## config.mk

```make
export PLATFORM = sky130hd
export DESIGN_NAME = rtc_time_alarm
export DESIGN_NICKNAME = d
export VERILOG_FILES = /design/src/include/rtc_pkg.sv /design/src/verilog/rtc_time_alarm.sv /design/src/verilog/bcd_digit.sv
export SDC_FILE = /design/constraint.sdc
export NUM_CORES = 1
export LEC_CHECK = 0
export BUFFER_PORTS_ARGS = -buffer_cell sky130_fd_sc_hd__buf_2
export CORE_UTILIZATION = 37
export DETAILED_ROUTE_END_ITERATION = 8
export MAX_ROUTING_LAYER = met4
export PLACE_DENSITY = 0.66
export SLEW_MARGIN = 10
export SYNTH_ARGS = -nofsm -noshare
export SYNTH_HDL_FRONTEND = slang
export SYNTH_SLANG_ARGS = --single-unit
```

## constraint.sdc

```tcl
create_clock -name ref_clk -period 8.3 [get_ports ref_clk]
set_clock_uncertainty 0.2 [all_clocks]
set_input_delay 0.83 -clock ref_clk [delete_from_list [all_inputs] [get_ports ref_clk]]
set_output_delay 0.83 -clock ref_clk [all_outputs]
set_load 0.02 [all_outputs]
```

## src/include/rtc_pkg.sv

```systemverilog
// Register map, field layout and timing constants of the time-of-day and alarm block
package rtc_pkg;
  localparam int ADDR_W = 8;
  localparam logic [ADDR_W-1:0] CTRL_OFS = 8'h00;
  localparam logic [ADDR_W-1:0] ALARM_OFS = 8'h04;
  localparam logic [ADDR_W-1:0] TIME_OFS = 8'h08;
  localparam logic [ADDR_W-1:0] ALM_TIME_OFS = 8'h0c;
  localparam logic [ADDR_W-1:0] INT_STAT_OFS = 8'h10;
  localparam logic [ADDR_W-1:0] INT_MASK_OFS = 8'h14;
  // Clock control fields
  localparam int CTRL_ON_BIT = 15;
  localparam int CTRL_WREN_BIT = 3;
  // Alarm control fields
  localparam int ALM_EN_BIT = 15;
  localparam int ALM_ROLL_BIT = 14;
  localparam int ALM_SYNC_BIT = 12;
  localparam int ALM_CNT_LSB = 0;
  localparam logic [7:0] ALM_CNT_RESET = 8'h00;
  localparam logic [7:0] ALM_CNT_ALL_ONES = 8'hff;
  // Time value fields
  localparam int HOURS_TENS_DIGIT_LSB = 28;
  localparam int HOURS_UNITS_DIGIT_LSB = 24;
  localparam int MINUTES_TENS_DIGIT_LSB = 20;
  localparam int MINUTES_UNITS_DIGIT_LSB = 16;
  localparam int SECONDS_TENS_DIGIT_LSB = 12;
  localparam int SECONDS_UNITS_DIGIT_LSB = 8;
  localparam logic [31:0] TIME_MASK = 32'h3f7f7f00;
  localparam logic [3:0] UNITS_MAX = 4'h9;
  localparam logic [3:0] HOURS_UNITS_DIGIT_MAX_AT_20 = 4'h3;
  localparam logic [2:0] TENS_MAX_MS = 3'h5;
  localparam logic [1:0] HOURS_TENS_DIGIT_MAX = 2'h2;
  // Interrupt status bits
  localparam int INT_SEC_BIT = 0;
  localparam int INT_ALM_BIT = 1;
  localparam int INT_DONE_BIT = 2;
  localparam int INT_W = 3;
  // Timing
  localparam longint SECOND_NS = 1000000000;
  localparam longint CLK_PERIOD_NS = 100;
  localparam int TICK_CYCLES = int'(SECOND_NS / CLK_PERIOD_NS);

  typedef struct packed {
    logic [1:0] hours_tens_digit;
    logic [3:0] hours_units_digit;
    logic [2:0] minutes_tens_digit;
    logic [3:0] minutes_units_digit;
    logic [2:0] seconds_tens_digit;
    logic [3:0] seconds_units_digit;
  } time_s;
endpackage

```

## src/verilog/rtc_time_alarm.sv

```systemverilog
// Time-of-day counter with alarm repeat logic and register port
//
// Our own choices: strobed register access and the placing of the registers.
`timescale 1ns/100ps
module rtc_time_alarm
  import rtc_pkg::*;
#(
  parameter int TICK_COUNT = TICK_CYCLES
) (
  input wire logic ref_clk,
  input wire logic reset_n,
  input wire logic por_n,
  input wire logic [ADDR_W-1:0] addr,
  input wire logic [31:0] wdata,
  input wire logic wr_stb,
  input wire logic rd_stb,
  output logic [31:0] rdata,
  output logic irq,
  output logic alarm_pulse,
  output logic second_pulse
);
  logic rst_n;
  logic on_r, wren_r;
  logic alarm_en_r, roll_r;
  logic [7:0] cnt_r;
  logic [31:0] alm_time_r;
  logic [31:0] rdata_r;
  logic [INT_W-1:0] stat_r, mask_r, stat_set;
  logic irq_r, alarm_pulse_r, tick_r, tick_d_r;
  logic [31:0] tick_cnt_r;
  logic wr_ctrl, wr_alarm, wr_time, wr_alm_time, wr_stat, wr_mask, ld_time;
  logic alarm_hit, alarm_done;
  logic [31:0] time_word;
  time_s cur, ldv;
  logic c_s0, c_s1, c_m0, c_m1, c_h0;
  logic [3:0] hours_units_digit_wrap;

  // Power-on also clears everything that the ordinary reset clears
  assign rst_n = reset_n & por_n;

  assign wr_ctrl = wr_stb && (addr == CTRL_OFS);
  assign wr_alarm = wr_stb && (addr == ALARM_OFS);
  assign wr_time = wr_stb && (addr == TIME_OFS);
  assign wr_alm_time = wr_stb && (addr == ALM_TIME_OFS);
  assign wr_stat = wr_stb && (addr == INT_STAT_OFS);
  assign wr_mask = wr_stb && (addr == INT_MASK_OFS);
  assign ld_time = wr_time && wren_r;

  // Field placement of the time word
  assign ldv.hours_tens_digit = wdata[HOURS_TENS_DIGIT_LSB +: 2];
  assign ldv.hours_units_digit = wdata[HOURS_UNITS_DIGIT_LSB +: 4];
  assign ldv.minutes_tens_digit = wdata[MINUTES_TENS_DIGIT_LSB +: 3];
  assign ldv.minutes_units_digit = wdata[MINUTES_UNITS_DIGIT_LSB +: 4];
  assign ldv.seconds_tens_digit = wdata[SECONDS_TENS_DIGIT_LSB +: 3];
  assign ldv.seconds_units_digit = wdata[SECONDS_UNITS_DIGIT_LSB +: 4];

  always_comb begin
    time_word = '0;
    time_word[HOURS_TENS_DIGIT_LSB +: 2] = cur.hours_tens_digit;
    time_word[HOURS_UNITS_DIGIT_LSB +: 4] = cur.hours_units_digit;
    time_word[MINUTES_TENS_DIGIT_LSB +: 3] = cur.minutes_tens_digit;
    time_word[MINUTES_UNITS_DIGIT_LSB +: 4] = cur.minutes_units_digit;
    time_word[SECONDS_TENS_DIGIT_LSB +: 3] = cur.seconds_tens_digit;
    time_word[SECONDS_UNITS_DIGIT_LSB +: 4] = cur.seconds_units_digit;
  end

  // Clock control
  always_ff @(posedge ref_clk or negedge rst_n) begin
    if (!rst_n) begin
      on_r <= 1'b0;
      wren_r <= 1'b0;
    end else if (wr_ctrl) begin
      on_r <= wdata[CTRL_ON_BIT];
      wren_r <= wdata[CTRL_WREN_BIT];
    end
  end

  // One-second timebase, cleared to zero while the clock is off
  always_ff @(posedge ref_clk or negedge rst_n) begin
    if (!rst_n) begin
      tick_cnt_r <= '0;
      tick_r <= 1'b0;
      tick_d_r <= 1'b0;
    end else begin
      tick_d_r <= tick_r && !ld_time;
      if (!on_r) begin
        tick_cnt_r <= '0;
        tick_r <= 1'b0;
      end else if (tick_cnt_r == 32'(TICK_COUNT - 1)) begin
        tick_cnt_r <= '0;
        tick_r <= 1'b1;
      end else begin
        tick_cnt_r <= tick_cnt_r + 32'h1;
        tick_r <= 1'b0;
      end
    end
  end

  // BCD chain; a software load wins over a tick in the same cycle
  assign hours_units_digit_wrap = (cur.hours_tens_digit == HOURS_TENS_DIGIT_MAX) ? HOURS_UNITS_DIGIT_MAX_AT_20 : UNITS_MAX;

  bcd_digit #(.W(4)) seconds_units_digit_u (
    .ref_clk(ref_clk), .rst_n(rst_n), .inc(tick_r && !ld_time), .wrap_at(UNITS_MAX),
    .ld(ld_time), .ld_val(ldv.seconds_units_digit), .q(cur.seconds_units_digit), .carry(c_s0)
  );
  bcd_digit #(.W(3)) seconds_tens_digit_u (
    .ref_clk(ref_clk), .rst_n(rst_n), .inc(c_s0), .wrap_at(TENS_MAX_MS),
    .ld(ld_time), .ld_val(ldv.seconds_tens_digit), .q(cur.seconds_tens_digit), .carry(c_s1)
  );
  bcd_digit #(.W(4)) minutes_units_digit_u (
    .ref_clk(ref_clk), .rst_n(rst_n), .inc(c_s1), .wrap_at(UNITS_MAX),
    .ld(ld_time), .ld_val(ldv.minutes_units_digit), .q(cur.minutes_units_digit), .carry(c_m0)
  );
  bcd_digit #(.W(3)) minutes_tens_digit_u (
    .ref_clk(ref_clk), .rst_n(rst_n), .inc(c_m0), .wrap_at(TENS_MAX_MS),
    .ld(ld_time), .ld_val(ldv.minutes_tens_digit), .q(cur.minutes_tens_digit), .carry(c_m1)
  );
  bcd_digit #(.W(4)) hours_units_digit_u (
    .ref_clk(ref_clk), .rst_n(rst_n), .inc(c_m1), .wrap_at(hours_units_digit_wrap),
    .ld(ld_time), .ld_val(ldv.hours_units_digit), .q(cur.hours_units_digit), .carry(c_h0)
  );
  bcd_digit #(.W(2)) hours_tens_digit_u (
    .ref_clk(ref_clk), .rst_n(rst_n), .inc(c_h0), .wrap_at(HOURS_TENS_DIGIT_MAX),
    .ld(ld_time), .ld_val(ldv.hours_tens_digit), .q(cur.hours_tens_digit), .carry()
  );

  // Alarm fires on the cycle after a tick when the new time matches
  assign alarm_hit = tick_d_r && alarm_en_r && (time_word == (alm_time_r & TIME_MASK));
  assign alarm_done = alarm_hit && !wr_alarm && (cnt_r == 8'h00) && !roll_r;

  // Alarm control survives an ordinary reset, only power-on clears it
  always_ff @(posedge ref_clk or negedge por_n) begin
    if (!por_n) begin
      alarm_en_r <= 1'b0;
      roll_r <= 1'b0;
      cnt_r <= ALM_CNT_RESET;
      alm_time_r <= '0;
    end else begin
      if (wr_alm_time) begin
        alm_time_r <= wdata & TIME_MASK;
      end
      if (wr_alarm) begin
        alarm_en_r <= wdata[ALM_EN_BIT];
        roll_r <= wdata[ALM_ROLL_BIT];
        cnt_r <= wdata[ALM_CNT_LSB +: 8];
      end else if (alarm_hit) begin
        if (cnt_r != 8'h00) begin
          cnt_r <= cnt_r - 8'h01;
        end else if (roll_r) begin
          cnt_r <= ALM_CNT_ALL_ONES;
        end else begin
          alarm_en_r <= 1'b0;
        end
      end
    end
  end

  // Sticky status: a new event wins over a write-one-to-clear
  assign stat_set = {alarm_done, alarm_hit, tick_r};

  always_ff @(posedge ref_clk or negedge rst_n) begin
    if (!rst_n) begin
      stat_r <= '0;
      mask_r <= '0;
      irq_r <= 1'b0;
      alarm_pulse_r <= 1'b0;
    end else begin
      if (wr_stat) begin
        stat_r <= (stat_r & ~wdata[INT_W-1:0]) | stat_set;
      end else begin
        stat_r <= stat_r | stat_set;
      end
      if (wr_mask) begin
        mask_r <= wdata[INT_W-1:0];
      end
      irq_r <= |(stat_r & mask_r);
      alarm_pulse_r <= alarm_hit;
    end
  end

  // Read port: data stand only in the cycle after the strobe
  always_ff @(posedge ref_clk or negedge rst_n) begin
    if (!rst_n) begin
      rdata_r <= '0;
    end else if (!rd_stb) begin
      rdata_r <= '0;
    end else if (addr == CTRL_OFS) begin
      rdata_r <= 32'(on_r) << CTRL_ON_BIT | 32'(wren_r) << CTRL_WREN_BIT;
    end else if (addr == ALARM_OFS) begin
      rdata_r <= 32'(alarm_en_r) << ALM_EN_BIT | 32'(roll_r) << ALM_ROLL_BIT
        | 32'(on_r && alarm_en_r) << ALM_SYNC_BIT | 32'(cnt_r);
    end else if (addr == TIME_OFS) begin
      rdata_r <= time_word;
    end else if (addr == ALM_TIME_OFS) begin
      rdata_r <= alm_time_r;
    end else if (addr == INT_STAT_OFS) begin
      rdata_r <= 32'(stat_r);
    end else if (addr == INT_MASK_OFS) begin
      rdata_r <= 32'(mask_r);
    end else begin
      rdata_r <= '0;
    end
  end

  assign rdata = rdata_r;
  assign irq = irq_r;
  assign alarm_pulse = alarm_pulse_r;
  assign second_pulse = tick_d_r;

  // Cycles since the last tick; the first second after switch-on is one cycle longer
  logic [31:0] gap_cnt_r;

  always_ff @(posedge ref_clk or negedge rst_n) begin
    if (!rst_n) begin
      gap_cnt_r <= '0;
    end else if (tick_r || !on_r) begin
      gap_cnt_r <= '0;
    end else begin
      gap_cnt_r <= gap_cnt_r + 32'h1;
    end
  end
endmodule // rtc_time_alarm

```

## src/verilog/bcd_digit.sv

```systemverilog
// One BCD digit of the time counter with load and carry
`timescale 1ns/100ps
module bcd_digit #(
  parameter int W = 4
) (
  input wire logic ref_clk,
  input wire logic rst_n,
  input wire logic inc,
  input wire logic [W-1:0] wrap_at,
  input wire logic ld,
  input wire logic [W-1:0] ld_val,
  output logic [W-1:0] q,
  output logic carry
);
  logic [W-1:0] q_r;

  // Wrap also on out-of-range values so a bad load cannot run away
  assign carry = inc && (q_r >= wrap_at);
  assign q = q_r;

  always_ff @(posedge ref_clk or negedge rst_n) begin
    if (!rst_n) begin
      q_r <= '0;
    end else if (ld) begin
      q_r <= ld_val;
    end else if (carry) begin
      q_r <= '0;
    end else if (inc) begin
      q_r <= W'(q_r + 1'b1);
    end
  end
endmodule // bcd_digit

```

==> results.cfg <==
[synthesis]
synth_common_cells = 123 x dfrtp_1, 68 x nor2_1, 60 x nand2_1, 33 x o21ai_0, 33 x xor2_1
synth_area_leader_cell = dfrtp_1
synth_top_cell_area_share_pct = 48.8
yosysMostFrequentCell = dfrtp_1
synth_warnings = 0
synth_area_leaders = dfrtp_1 49%, mux2_2 5.4%, xor2_1 4.6%
synth_seq_cells = 123
synth-edff-count = 0
seq_area_frac_synth_pct = 48.8
synth_flop_cell = dfrtp_1
synthCells = 628
syn_area_sq_um = 6310
synth_cell_types = 58
synthArstFlopShare_pct = 100
synth_area_per_cell_sq_um = 10.0

[drt]
firstDrtPassIters = 5
ant_nets = 0
drtIter0Drc = 321
dr_wl_met3_um = 562
drc = 0
wl_met2_um = 7110
wire_per_inst_um = 16.2
totalWireLength_um = 15100
top_layer_used = met4
wl_met1_um = 7210
routed_via_density = 5.28
vias = 4936

[cts]
numCtsBuffers = 17
clk_latency_ns = 0.42
cts.htree.levels = 4
cts_hold_buf = 0
clock_sinks = 123
cts.clk_slew.worst_paths_ns = 0.05
ctsResizeCount = 0
post_cts_buffers = 0
cts_root_buf = clkbuf_16
clock_path_buffers = 2
tritoncts = done

[setup_path]
arrival_ns = 3.73
worstPathCellList = buf_2 -> or4_4 -> nor3_2 -> nand2_1 -> nor2_1 -> buf_4 -> mux2_2
r2r_slack_ns = 5.36
critPathLaunchType = input pin
r2r_end = tick_cnt_r[18]
r2r_start = tick_cnt_r[0]
cp-startpoint = addr[5]
cp-end-kind = flip-flop
crit_end = alm_time_r[21]
r2r_cells = 6
critPathMaxStageDelay_ns = 0.82
cp_max_fo = 12
critical_path_class = input pin to flip-flop
slowest_stage = nor2_1
required_ns = 8.39

[timing]
holdWs_ns = 0.285
hold_viol = 0
setup_viol = 0
fin_ws_ns = 4.66
post-route-period-util_pct = 43.8
fin_crit_ns = 3.64
worst_slew_pin_slew_ns = 1.16
fmax_mhz = 275
rsz0062_at_grt = no
drv_slew = 0
setup_tns_ns = 0
maxSlewHeadroom_pct = 22.4

[placed_design]
dpl.hpwl_um = 10400
place_congestion = 0.861
placed_area_sq_um = 6880
pre_cts_ws_ns = 4.23
post-place-cells = 903
io_buffers = 73

[final_layout]
area_growth_pct = 18.7
multiInputGateArea_sq_um = 3060
drive_gt1_share_pct = 21.1
seq_area_sq_um = 3080
design_area_sq_um = 7490
fin_cells = 935
n_antenna_cell = 0
nFillCells = 1626
fin_nets = 764

[run]
maxCapViolations = 0

[floorplanning]
die_w_um = 133
initial_core_util_pct = 37.9
dieArea_sq_um = 17600
rows = 47
fp.coreArea_sq_um = 16600
die_h_um = 133
io_pins = 80

[global_route]
grt_max_degree = 52
grt_pass1_vias = 4858
overflow = 0
grt_pass1_wl_um = 25200
antenna_found_initial = 0
grt.total_usage_pct = 19.0

[pwr]
power-per-cell-area_nw_per_um2 = 193
leakage_nw = 3.39
switching_share_pct = 21.9
p_clk_share_pct = 52.7
seqPwrFrac_pct = 43.0
switchingPower_mw = 0.316
p_int_mw = 1.13
pwr-share-comb_pct = 4.3
vdd_drop_max_mv = 0.149

[hold_path]
hold_path.class = flip-flop to flip-flop

[outcome]
status = finished, final reports clean
[per-stage QoR]
| stage | total power, mW | util [%] |
|---|---|---|
| after CTS | 1.46 | 45.0 |
| after floorplan | 0.665 | - |
| after global routing | 1.50 | 45.0 |
| final | 1.44 | 45.0 |
| after global placement | 0.693 | 41.3 |
| after detailed placement | 0.694 | 41.3 |
[kinds of logic after synthesis]
family	Yosys count	synth area share (%)
flip-flops	123	48.8
AND/OR/NAND/NOR	250	20.1
adder cells (fa/ha/maj)	17	3.37
multiplexers	48	8.21
XOR/XNOR	48	6.78
other	1	0.0594
buffers and inverters	43	2.90
AO/OA/AOI/OAI	98	9.78
[placed cells by master (no fill, tap or decap), drive strengths merged, types with 14 or more instances in the layout]
cell type	count
nor2	68
xor2	33
dfrtp	123
a21oi	19
buf	77
ha	17
clkbuf	21
nor4	14
nand2	61
mux2i	18
mux2	30
o21ai	34
nand4	16
nand3	31
xnor2	15
inv	19
[layout make-up]
class	instances	share of cell area [%]
clock inverter	11	1.90
multi-input combinational	464	40.8
timing repair buffer	77	5.28
clock buffer	21	6.28
tap	220	3.67
sequential	123	41.1
inverter	19	0.952
[worst min path at each step]
| stage | cells past startpoint | endpoint | startpoint |
|---|---|---|---|
| floorplan | 1 | tick_cnt_r[0] | tick_cnt_r[0] |
| global placement | 1 | tick_cnt_r[0] | tick_cnt_r[0] |
| detailed placement | 1 | tick_cnt_r[0] | tick_cnt_r[0] |
| CTS | 1 | tick_cnt_r[0] | tick_cnt_r[0] |
| global route | 1 | tick_cnt_r[0] | tick_cnt_r[0] |
| finish | 1 | tick_cnt_r[0] | tick_cnt_r[0] |
[flip-flops by register name, summed over array words and instances, names as in the netlist, 4 cells and up]
name	flops
tick_cnt_r	32
rdata	29
alm_time_r	20
cnt_r	8
hours_units_digit_u.q	4
minutes_units_digit_u.q	4
seconds_units_digit_u.q	4
[metal layers]
metal	vias up	track usage, %
met1	2404	24.4
met3	21	4.02
met2	125	29.2
met4	0	7.47
li1	2386	-
met5	-	-
[power by group through the flow]
stage / clock network (mW) / registers [mW] / logic [mW]
floorplan: 0 / 0.628 / 0.0368
global placement: 0 / 0.631 / 0.0624
detailed placement: 0 / 0.631 / 0.0628
CTS: 0.779 / 0.621 / 0.0632
global route: 0.807 / 0.622 / 0.0696
finish: 0.760 / 0.621 / 0.0619
[worst max-delay path, delay by kind of cell]
family                 cells  cell delay (ns)
buffers and inverters      2             0.47
and+or+nand+nor            4             2.06
muxes                      1             0.37
No activity file was read; power rests on OpenSTA's default activity.
